--- src/fbec_pkg.sv ---
// Package with register map, command codes and field layout of the flash bank and erase control
package fbec_pkg;
	// Special function register byte addresses
	localparam logic [7:0] FBEC_ADDR_ERASE_COMMAND   = 8'h94;
	localparam logic [7:0] FBEC_ADDR_ARM_REG         = 8'hB2;
	localparam logic [7:0] FBEC_ADDR_BANK_SELECT     = 8'hB6;
	localparam logic [7:0] FBEC_ADDR_PAGE_NUMBER     = 8'hB7;
	// Field positions
	localparam int         FBEC_ARM_BIT              = 1;
	localparam int         FBEC_PAGE_LSB             = 1;
	localparam int         FBEC_PAGE_W               = 7;
	localparam int         FBEC_BANK_W               = 2;
	localparam int         FBEC_KEY_W                = 4;
	// Reset values
	localparam logic [7:0] FBEC_ERASE_COMMAND_RST    = 8'h00;
	localparam logic [1:0] FBEC_BANK_RST             = 2'h1;
	localparam logic [6:0] FBEC_PAGE_RST             = 7'h00;
	// Command codes and unlock key
	localparam logic [7:0] FBEC_CMD_PAGE_ERASE       = 8'h55;
	localparam logic [7:0] FBEC_CMD_MASS_ERASE       = 8'hAA;
	localparam logic [3:0] FBEC_KEY_UNLOCKED         = 4'h2;
	// Code space geometry
	localparam int         FBEC_CODE_AW              = 16;
	localparam int         FBEC_FLASH_AW             = 17;
	localparam int         FBEC_WINDOW_AW            = 15;
	// Controller sequencer states, one-hot
	typedef enum logic [2:0] {
		FBEC_ST_IDLE = 3'b001,
		FBEC_ST_PAGE = 3'b010,
		FBEC_ST_MASS = 3'b100
	} fbec_state_t;
endpackage : fbec_pkg

--- src/fbec_flash_ctrl.sv ---
// Flash bank selection and erase command sequencer on the MPU special function register port
// Behaviour
// - Lower code half always maps to flash 0x0000-0x7FFF and a 2-bit bank code picks the upper window bank.
// - Writing 0x55 to the erase command register starts a page erase on the last written page number.
// - Writing 0xAA to the erase command register starts a mass erase only when the bulk erase arm is set.
// - Only the defined erase codes start an erase, and the command register is write-only and resets to zero.
// - The bulk erase arm resets to zero, disabling mass erase, and is write-only.
// - Writing one to bit 1 of the bulk erase arm register enables a following mass erase command.
// - No erase starts unless the 4-bit modify key holds 2.
`timescale 1ns/1ps
`default_nettype none
module fbec_flash_ctrl
	import fbec_pkg::*;
(
	input  wire logic                     clk_i,
	input  wire logic                     rst_b_i,
	// Special function register write/read port of the MPU core
	input  wire logic                     sfr_we_i,
	input  wire logic [7:0]               sfr_addr_i,
	input  wire logic [7:0]               sfr_wdata_i,
	output logic      [7:0]               sfr_rdata_o,
	// Modify key held elsewhere in the flash unit
	input  wire logic [FBEC_KEY_W-1:0]    modify_key_i,
	// Code fetch mapping
	input  wire logic [FBEC_CODE_AW-1:0]  code_addr_i,
	output logic      [FBEC_FLASH_AW-1:0] flash_addr_o,
	// Erase handshake with the flash macro
	input  wire logic                     erase_done_i,
	output logic                          page_erase_o,
	output logic                          mass_erase_o,
	output logic      [FBEC_PAGE_W-1:0]   erase_page_number_o,
	output logic                          erase_busy_o
);
	typedef struct packed {
		fbec_state_t            state;
		logic [FBEC_BANK_W-1:0] bank;
		logic                   arm;
		logic [FBEC_PAGE_W-1:0] page;
		logic [7:0]             cmd;
		logic                   page_go;
		logic                   mass_go;
		logic [FBEC_PAGE_W-1:0] erase_page;
	} fbec_regs_t;

	fbec_regs_t state_reg;
	fbec_regs_t state_next;

	logic wr_cmd;
	logic key_ok;

	// Decode of command register writes and unlock check
	assign wr_cmd = sfr_we_i && (sfr_addr_i == FBEC_ADDR_ERASE_COMMAND);
	assign key_ok = (modify_key_i == FBEC_KEY_UNLOCKED);

	// Register writes and erase sequencing
	always_comb begin
		state_next         = state_reg;
		state_next.page_go = 1'b0;
		state_next.mass_go = 1'b0;
		if (sfr_we_i && sfr_addr_i == FBEC_ADDR_BANK_SELECT) begin
			state_next.bank = sfr_wdata_i[FBEC_BANK_W-1:0];
		end
		if (sfr_we_i && sfr_addr_i == FBEC_ADDR_PAGE_NUMBER) begin
			state_next.page = sfr_wdata_i[FBEC_PAGE_LSB +: FBEC_PAGE_W];
		end
		if (sfr_we_i && sfr_addr_i == FBEC_ADDR_ARM_REG) begin
			state_next.arm = sfr_wdata_i[FBEC_ARM_BIT];
		end
		if (wr_cmd) begin
			state_next.cmd = sfr_wdata_i;
		end
		case (state_reg.state)
			FBEC_ST_IDLE: begin
				// Commands landing while busy are dropped; the macro cannot queue them
				if (wr_cmd && key_ok && sfr_wdata_i == FBEC_CMD_PAGE_ERASE) begin
					state_next.state      = FBEC_ST_PAGE;
					state_next.page_go    = 1'b1;
					state_next.erase_page = state_next.page;
				end else if (wr_cmd && key_ok && sfr_wdata_i == FBEC_CMD_MASS_ERASE
						&& state_reg.arm) begin
					state_next.state   = FBEC_ST_MASS;
					state_next.mass_go = 1'b1;
					state_next.arm     = 1'b0;
				end
				// Any other code falls through with no effect
			end
			FBEC_ST_PAGE, FBEC_ST_MASS: begin
				if (erase_done_i) begin
					state_next.state = FBEC_ST_IDLE;
				end
			end
			default: begin
				state_next.state = FBEC_ST_IDLE;
			end
		endcase
	end

	// State register with synchronous reset
	always_ff @(posedge clk_i) begin
		if (!rst_b_i) begin
			state_reg.state      <= FBEC_ST_IDLE;
			state_reg.bank       <= FBEC_BANK_RST;
			state_reg.arm        <= 1'b0;
			state_reg.page       <= FBEC_PAGE_RST;
			state_reg.cmd        <= FBEC_ERASE_COMMAND_RST;
			state_reg.page_go    <= 1'b0;
			state_reg.mass_go    <= 1'b0;
			state_reg.erase_page <= FBEC_PAGE_RST;
		end else begin
			state_reg <= state_next;
		end
	end

	// Only the bank select reads back; write-only registers read zero
	always_comb begin
		sfr_rdata_o = 8'h00;
		if (sfr_addr_i == FBEC_ADDR_BANK_SELECT) begin
			sfr_rdata_o = {6'h00, state_reg.bank};
		end
	end

	assign page_erase_o        = state_reg.page_go;
	assign mass_erase_o        = state_reg.mass_go;
	assign erase_page_number_o = state_reg.erase_page;
	assign erase_busy_o        = (state_reg.state != FBEC_ST_IDLE);

	// Address mapping of fetches
	fbec_code_map u_map (
		.code_addr_i  (code_addr_i),
		.bank_i       (state_reg.bank),
		.flash_addr_o (flash_addr_o)
	);
endmodule : fbec_flash_ctrl
`default_nettype wire

--- src/fbec_code_map.sv ---
// Code space to flash address mapping for the banked upper window
`timescale 1ns/1ps
`default_nettype none
module fbec_code_map
	import fbec_pkg::*;
(
	input  wire logic [FBEC_CODE_AW-1:0]  code_addr_i,
	input  wire logic [FBEC_BANK_W-1:0]   bank_i,
	output logic      [FBEC_FLASH_AW-1:0] flash_addr_o
);
	// Lower half is fixed to flash 0x0000-0x7FFF; upper half takes the bank number
	always_comb begin
		if (!code_addr_i[FBEC_CODE_AW-1]) begin
			flash_addr_o = {2'h0, code_addr_i[FBEC_WINDOW_AW-1:0]};
		end else begin
			flash_addr_o = {bank_i, code_addr_i[FBEC_WINDOW_AW-1:0]};
		end
	end
endmodule : fbec_code_map
`default_nettype wire

--- config.mk ---
export PLATFORM = sky130hd
export DESIGN_NAME = fbec_flash_ctrl
export DESIGN_NICKNAME = d
export VERILOG_FILES = /design/src/fbec_pkg.sv /design/src/fbec_flash_ctrl.sv /design/src/fbec_code_map.sv
export SDC_FILE = /design/constraint.sdc
export NUM_CORES = 1
export LEC_CHECK = 0
export ABC_AREA = 1
export BUFFER_PORTS_ARGS = -buffer_cell sky130_fd_sc_hd__buf_2
export CORE_ASPECT_RATIO = 0.75
export CORE_MARGIN = 3
export CORE_UTILIZATION = 47
export DETAILED_ROUTE_END_ITERATION = 10
export GPL_TIMING_DRIVEN = 0
export PLACE_DENSITY_LB_ADDON = 0.05
export SLEW_MARGIN = 10
export SYNTH_ARGS = -nofsm -noshare
export SYNTH_HDL_FRONTEND = slang
export SYNTH_SLANG_ARGS = --single-unit
--- constraint.sdc ---
create_clock -name clk_i -period 1.45 [get_ports clk_i]
set_input_delay 0.2175 -clock clk_i [delete_from_list [all_inputs] [get_ports clk_i]]
set_output_delay 0.2175 -clock clk_i [all_outputs]
set_load 0.02 [all_outputs]
==> reports/results.tsv, run 1 <==
metric	value	unit
vias_per_cell	4.136	
antenna_found_initial	0	
leakage	1.189	nW
n_antenna_cell	0	
status	completed	
rsz0062_at_grt	no	
cts_inserted_buffers	3	
grt-ovfl-total	0	
critPathCaptureType	output pin	
fin_crit	1.381	ns
synth-main-ff-cell	dfxtp_1	
tritoncts	done	
synth_cell_types	26	
first_global_vias	1225	
finalWeightedCongestion	0.7775	
synthCells	241	
finalNetCount	346	
design_power_total	1.278	mW
syn_area	1677	um^2
firstDrtPassIters	4	
routed_wl	3.152	mm
worstMarginPinSlew	0.5191	ns
io_buffers	52	
cp_top_family	flip-flops	
drive_gt1_frac	0.4951	
h-tree-depth	1	
synth_seq_cells	22	
max_freq	723.9	MHz
finalCritPeriodShare	0.9527	
ant_nets	0	
critPathRequiredTime	1.23	ns
start_util	0.4996	
cpPeakStageDelay	0.34	ns
finClkSkew	0.001883	ns
maxCapViolCount	0	
grt_pass1_wl	5.106	mm
stdcell_count	345	
die_height	57.73	um
tns	0	ns
critPathSlowestCell	dfxtp_2	
avgRoutedWirePerCell	9.136	um
track_usage	0.1491	
ios	75	
cp_cell_sequence	nor2_2, inv_2, nor2_4, buf_8, inv_2, buf_2	
min-delay-path-class	input pin to flip-flop	
area_delta_synth_final	25.00	%
rows	18	
yosys_warnings	0	
drt_iter0_drc	27	
fillers	315	
slew_viol_final	0	
peakVddDrop	485.6	uV
cp.arrival	1.16	ns
cts_num_sinks	22	
fp.dieW	74.97	um
powerDensity	609.8	nW/um^2
whs	0.2251	ns
hold_violations	0	
synth_edf_count	0	
clkLatencyLatePin	0.26	ns
via_count	1427	
drc	0	
cp_num_buf_inv	4	
async_flop_share	0	
coreArea	3356	um^2
yosysSeqAreaShare	0.2627	
hpwl	2.608	mm
ctsHoldBuffers	0	
crit_type	flip-flop to output pin	
clock_path_buffers	2	
post-place-cells	338	
die_area	4327	um^2
largest_reg_flops	13	
synth_area_per_cell	6.957	um^2
root_buffer	clkbuf_8	
max-slew-margin-rel	0.6539	
critPathMostFrequentCell	inv_2	
start_kind	flip-flop	
setup_violations	0	
grt_max_degree	13	
clkTransAtPathRegs	0.08	ns
crit_fanout	3	
[cell usage in the layout (no fill, tap or decap), drive strengths merged, types with 5 or more instances in the layout]
| cell type | synthesis | final |
|---|---|---|
| clkbuf | 1 | 5 |
| dfxtp | 22 | 22 |
| inv | 55 | 55 |
| buf | 30 | 85 |
| nor2 | 45 | 45 |
| nand2 | 49 | 49 |
| nand3 | 20 | 20 |
| conb | 1 | 6 |
| o21ai | 5 | 5 |
[what timing repair did]
item | 4_1_cts | 5_1_grt
setup buffers | 2 | 1
endpoints found under the setup margin | 1 | 4
pin swaps | 1 | 2
gates resized for setup | 2 | 3
[cells in the mapped netlist, types with 2 or more instances]
cell type	number	share of area
inv_2	5	0.011
nor2_4	2	0.013
inv_1	50	0.11
nand3_2	9	0.054
nand2_1	30	0.067
nor3_1	2	0.0060
nor2_1	23	0.051
o21ai_0	3	0.0090
dfxtp_1	22	0.26
nor2_8	3	0.036
a21oi_1	4	0.012
nand4_1	3	0.011
buf_4	29	0.13
nor2_2	17	0.063
o21ai_1	2	0.0060
nand2_4	2	0.013
nand2_2	17	0.063
nand3_1	10	0.030
[per-stage QoR]
step	cell area, um^2	setup slack, ns	util
after global placement	2006	0.07160	0.5977
after detailed placement	2006	0.04793	0.5977
after floorplan	1695	0.2021	-
after CTS	2085	0.001603	0.6212
final	2096	0.06861	0.6245
after global routing	2096	0.004411	0.6245
[worst paths after layout]
| check | end | from | slack, ns | depth (start not counted) |
|---|---|---|---|---|
| max | erase_busy_o | state_reg[29]$_SDFFE_PN0P_ | 0.07 | 6 |
| min | state_reg[25]$_SDFFE_PN1P_ | sfr_wdata_i[0] | 0.23 | 3 |
| max reg2reg | state_reg[24]$_SDFF_PN0_ | state_reg[29]$_SDFFE_PN0P_ | 0.19 | 8 |
| min reg2reg | state_reg[25]$_SDFFE_PN1P_ | state_reg[25]$_SDFFE_PN1P_ | 0.51 | 2 |
[power breakdown]
part | total, mW | switching [mW] | leakage [nW] | internal (mW)
clock | 0.432 | 0.191 | 0.0288 | 0.242
combinational | 0.241 | 0.141 | 0.982 | 0.101
sequential | 0.604 | 0.000211 | 0.178 | 0.604
total | 1.28 | 0.332 | 1.19 | 0.946
[per-layer routing]
layer | global-route usage | up-vias | share of wire
li1 | - | 803 | -
met1 | 0.2026 | 580 | 0.47
met2 | 0.2444 | 42 | 0.46
met3 | 0.03640 | 2 | 0.067
met4 | 0.02284 | 0 | 0.0041
met5 | 0 | - | 0
[tightest hold or removal path, stage by stage]
cell and delay [ns]:
buf_2 0.11, a21oi_1 0.07, o21ai_0 0.06
[final cells by class]
class	count	area [um^2]	share of cell area
repair buffers	55	282.8	0.1349
plain buffers	31	236.5	0.1128
clock buffers	4	55.05	0.02627
well taps	40	50.05	0.02388
multi-input cells	138	823.3	0.3928
flip-flops and latches	22	441.7	0.2107
inverters	55	206.4	0.09851
[logic make-up (layout without fill, tap and decap cells)]
family,count (synthesis),in the layout,synth area share
AND/OR/NAND/NOR,123,123,0.4463
buffers and inverters,86,145,0.2619
flip-flops,22,22,0.2627
AO/OA/AOI/OAI,9,9,0.02686
other,1,6,0.002237
(Power assumes the default switching activity.)
==> run 2: changes to the inputs <==
--- a/config.mk
+++ b/config.mk
@@ -9,11 +9,12 @@
 export BUFFER_PORTS_ARGS = -buffer_cell sky130_fd_sc_hd__buf_2
 export CORE_ASPECT_RATIO = 0.75
 export CORE_MARGIN = 3
-export CORE_UTILIZATION = 47
+export CORE_UTILIZATION = 46
 export DETAILED_ROUTE_END_ITERATION = 10
 export GPL_TIMING_DRIVEN = 0
 export PLACE_DENSITY_LB_ADDON = 0.05
 export SLEW_MARGIN = 10
 export SYNTH_ARGS = -nofsm -noshare
 export SYNTH_HDL_FRONTEND = slang
+export SYNTH_HIERARCHICAL = 1
 export SYNTH_SLANG_ARGS = --single-unit
==> run 2 against run 1 <==
Clock skew grew 0.0050 ns; count of clock-buffer cells in the layout shrank 1; routed wire length grew 5.0%; global-route usage grew 1.4 points; sequential power is essentially flat; maximum frequency grew 0.11%; utilization grew 2.1 points; total power grew 11%.
==> reports/results.tsv, run 2 <==
metric	value	unit	change
drt_iter0_drc	51		+89%
finalCritPeriodShare	0.9516		-0.001070
clock_path_buffers	2		unchanged
cts_inserted_buffers	3		unchanged
start_kind	flip-flop		
synthCells	249		+3.3%
min-delay-path-class	input pin to flip-flop		
via_count	1499		+5.0%
rsz0062_at_grt	yes		
fp.dieW	73.55	um	-1.9%
preCtsSetupSlack	0.002909	ns	-0.04503 ns
slew_viol_final	0		unchanged
finalNetCount	354		+2.3%
fillers	302		-4.1%
yosysTopAreaCell	dfxtp_1		
setup_violations	0		unchanged
final_cell_mix	53 x inv_1, 53 x buf_2, 49 x nand2_1, 32 x nor2_1, 31 x buf_4		
met1_usage	0.2354		+0.03280
finClkSkew	0.006863	ns	+0.004981 ns
track_usage	0.1636		+0.01447
routed_wl	3.309	mm	+5.0%
leakage	1.155	nW	-2.9%
io_buffers	52		unchanged
drc	0		unchanged
critPathCaptureType	output pin		
coreArea	3105	um^2	-7.5%
cp.arrival	1.16	ns	about the same
n_antenna_cell	0		unchanged
grt_pass1_wl	5.347	mm	+4.7%
finalWeightedCongestion	0.8812		+13%
die_height	56.66	um	-1.8%
ios	75		unchanged
grt-busiest-layer	met2		
multiInputGateArea	720.7	um^2	-12%
ant_nets	0		unchanged
crit_type	flip-flop to output pin		
synth_area_per_cell	6.321	um^2	-9.1%
seq_area	442.9	um^2	+0.28%
peakVddDrop	523.4	uV	+7.8%
fin_crit	1.380	ns	-0.001552 ns
area_delta_synth_final	27.42	%	
synth_seq_cells	22		unchanged
status	completed		
synth_top_cell_area_share	0.2798		+0.01712
synth_cell_types	23		-12%
synth-main-ff-cell	dfxtp_1		
final_core_util	0.6459		+0.02132
root_buffer	clkbuf_8		
yosys_warnings	6		+6
maxCapViolCount	0		unchanged
use_met2	0.2487		+0.004321
die_area	4167	um^2	-3.7%
grt-ovfl-total	0		unchanged
drive_gt1_frac	0.3738		-0.1213
synth_edf_count	0		unchanged
powerDensity	705.0	nW/um^2	+16%
first_global_vias	1264		+3.2%
synthTopCellsByCount	53 x inv_1, 50 x nand2_1, 33 x nor2_1, 29 x buf_4, 22 x dfxtp_1		
yosysSeqAreaShare	0.2798		+0.01712
critPathRequiredTime	1.23	ns	about the same
clkLatencyLatePin	0.26	ns	about the same
syn_area	1574	um^2	-6.1%
avgRoutedWirePerCell	9.427	um	+3.2%
fin_ws	0.07016	ns	+0.001552 ns
antenna_found_initial	0		unchanged
hold_violations	0		unchanged
largest_reg_flops	13		unchanged
synthTopCellsByArea	dfxtp_1 28%, buf_4 14%, inv_1 13%		
use_met3	0.03757		+0.001172
rows	17		-1
yosysMostFrequentCell	inv_1		
firstDrtPassIters	5		+1
start_util	0.5068		+0.007222
hpwl	2.696	mm	+3.4%
clkTransAtPathRegs	0.08	ns	about the same
async_flop_share	0		unchanged
h-tree-depth	1		unchanged
max_freq	724.7	MHz	+0.11%
cts_num_sinks	22		unchanged
crit_fanout	4		+1
tritoncts	done		
vias_per_cell	4.271		+3.2%
grt_max_degree	14		+1
==> run 2: cell families after synthesis <==
| group | after synthesis | share of synthesized area |
|---|---|---|
| and+or+nand+nor | 131 | 0.4134 |
| other | 1 | 0.002382 |
| DFF | 22 | 0.2798 |
| buffers and inverters | 87 | 0.2774 |
| AOI/OAI and AO/OA | 8 | 0.02703 |
==> run 2: repair_timing <==
item,in CTS,in global routing
gates resized for setup,2,3
hold buffers,0,0
pin swaps,2,1
buffers inserted,3,0
endpoints found under the setup margin,3,3
gates cloned,0,0
==> run 2: power breakdown <==
group | leakage, nW | internal [mW] | switching, mW
clock | 0.0357 | 0.369 | 0.204
combinational | 0.941 | 0.0979 | 0.138
sequential | 0.178 | 0.604 | 0.000221
total | 1.15 | 1.07 | 0.343
==> run 2: final cells by class <==
cell class | instances | area share
clock buffers | 3 | 0.02059
well taps | 38 | 0.02371
plain buffers | 31 | 0.1148
clock inverters | 1 | 0.01497
inverters | 56 | 0.1048
flip-flops and latches | 22 | 0.2208
multi-input cells | 145 | 0.3593
repair buffers | 55 | 0.1410
==> run 2: per-layer routing <==
| layer | part of all wire | up-vias |
|---|---|---|
| met5 | 0 | - |
| met2 | 0.42 | 56 |
| met4 | 0.0024 | 0 |
| met1 | 0.50 | 608 |
| met3 | 0.079 | 2 |
| li1 | - | 833 |
==> run 2: path summary, 6_finish.rpt <==
kind         slack, ns                  startpoint  depth (start not counted)                         end
min               0.23              sfr_wdata_i[0]                          3  state_reg[25]$_SDFFE_PN1P_
max reg2reg       0.27  state_reg[29]$_SDFFE_PN0P_                          7  state_reg[28]$_SDFFE_PN0P_
min reg2reg       0.49  state_reg[25]$_SDFFE_PN1P_                          2  state_reg[25]$_SDFFE_PN1P_
max               0.07  state_reg[29]$_SDFFE_PN0P_                          6                erase_busy_o
==> run 2: worst max-delay path, stage by stage (launching register included) <==
cell	delay, ns
dfxtp_2	0.34
nor2_2	0.09
inv_1	0.07
nor2_4	0.10
buf_6	0.10
inv_1	0.04
buf_2	0.15
==> run 2: metrics by stage <==
step	setup TNS, ns	instance area (um^2)	hold slack, ns	cells	total power [mW]
6_report	0	2006	0.2305	351	1.414
3_3_place_gp	-0.02549	1901	0.4765	344	0.8507
4_1_cts	0	1999	0.2290	351	1.432
3_5_place_dp	0	1901	0.4830	344	0.8521
2_1_floorplan	0	1593	0.3498	254	0.7741
5_1_grt	-0.006351	2006	0.2670	351	1.473
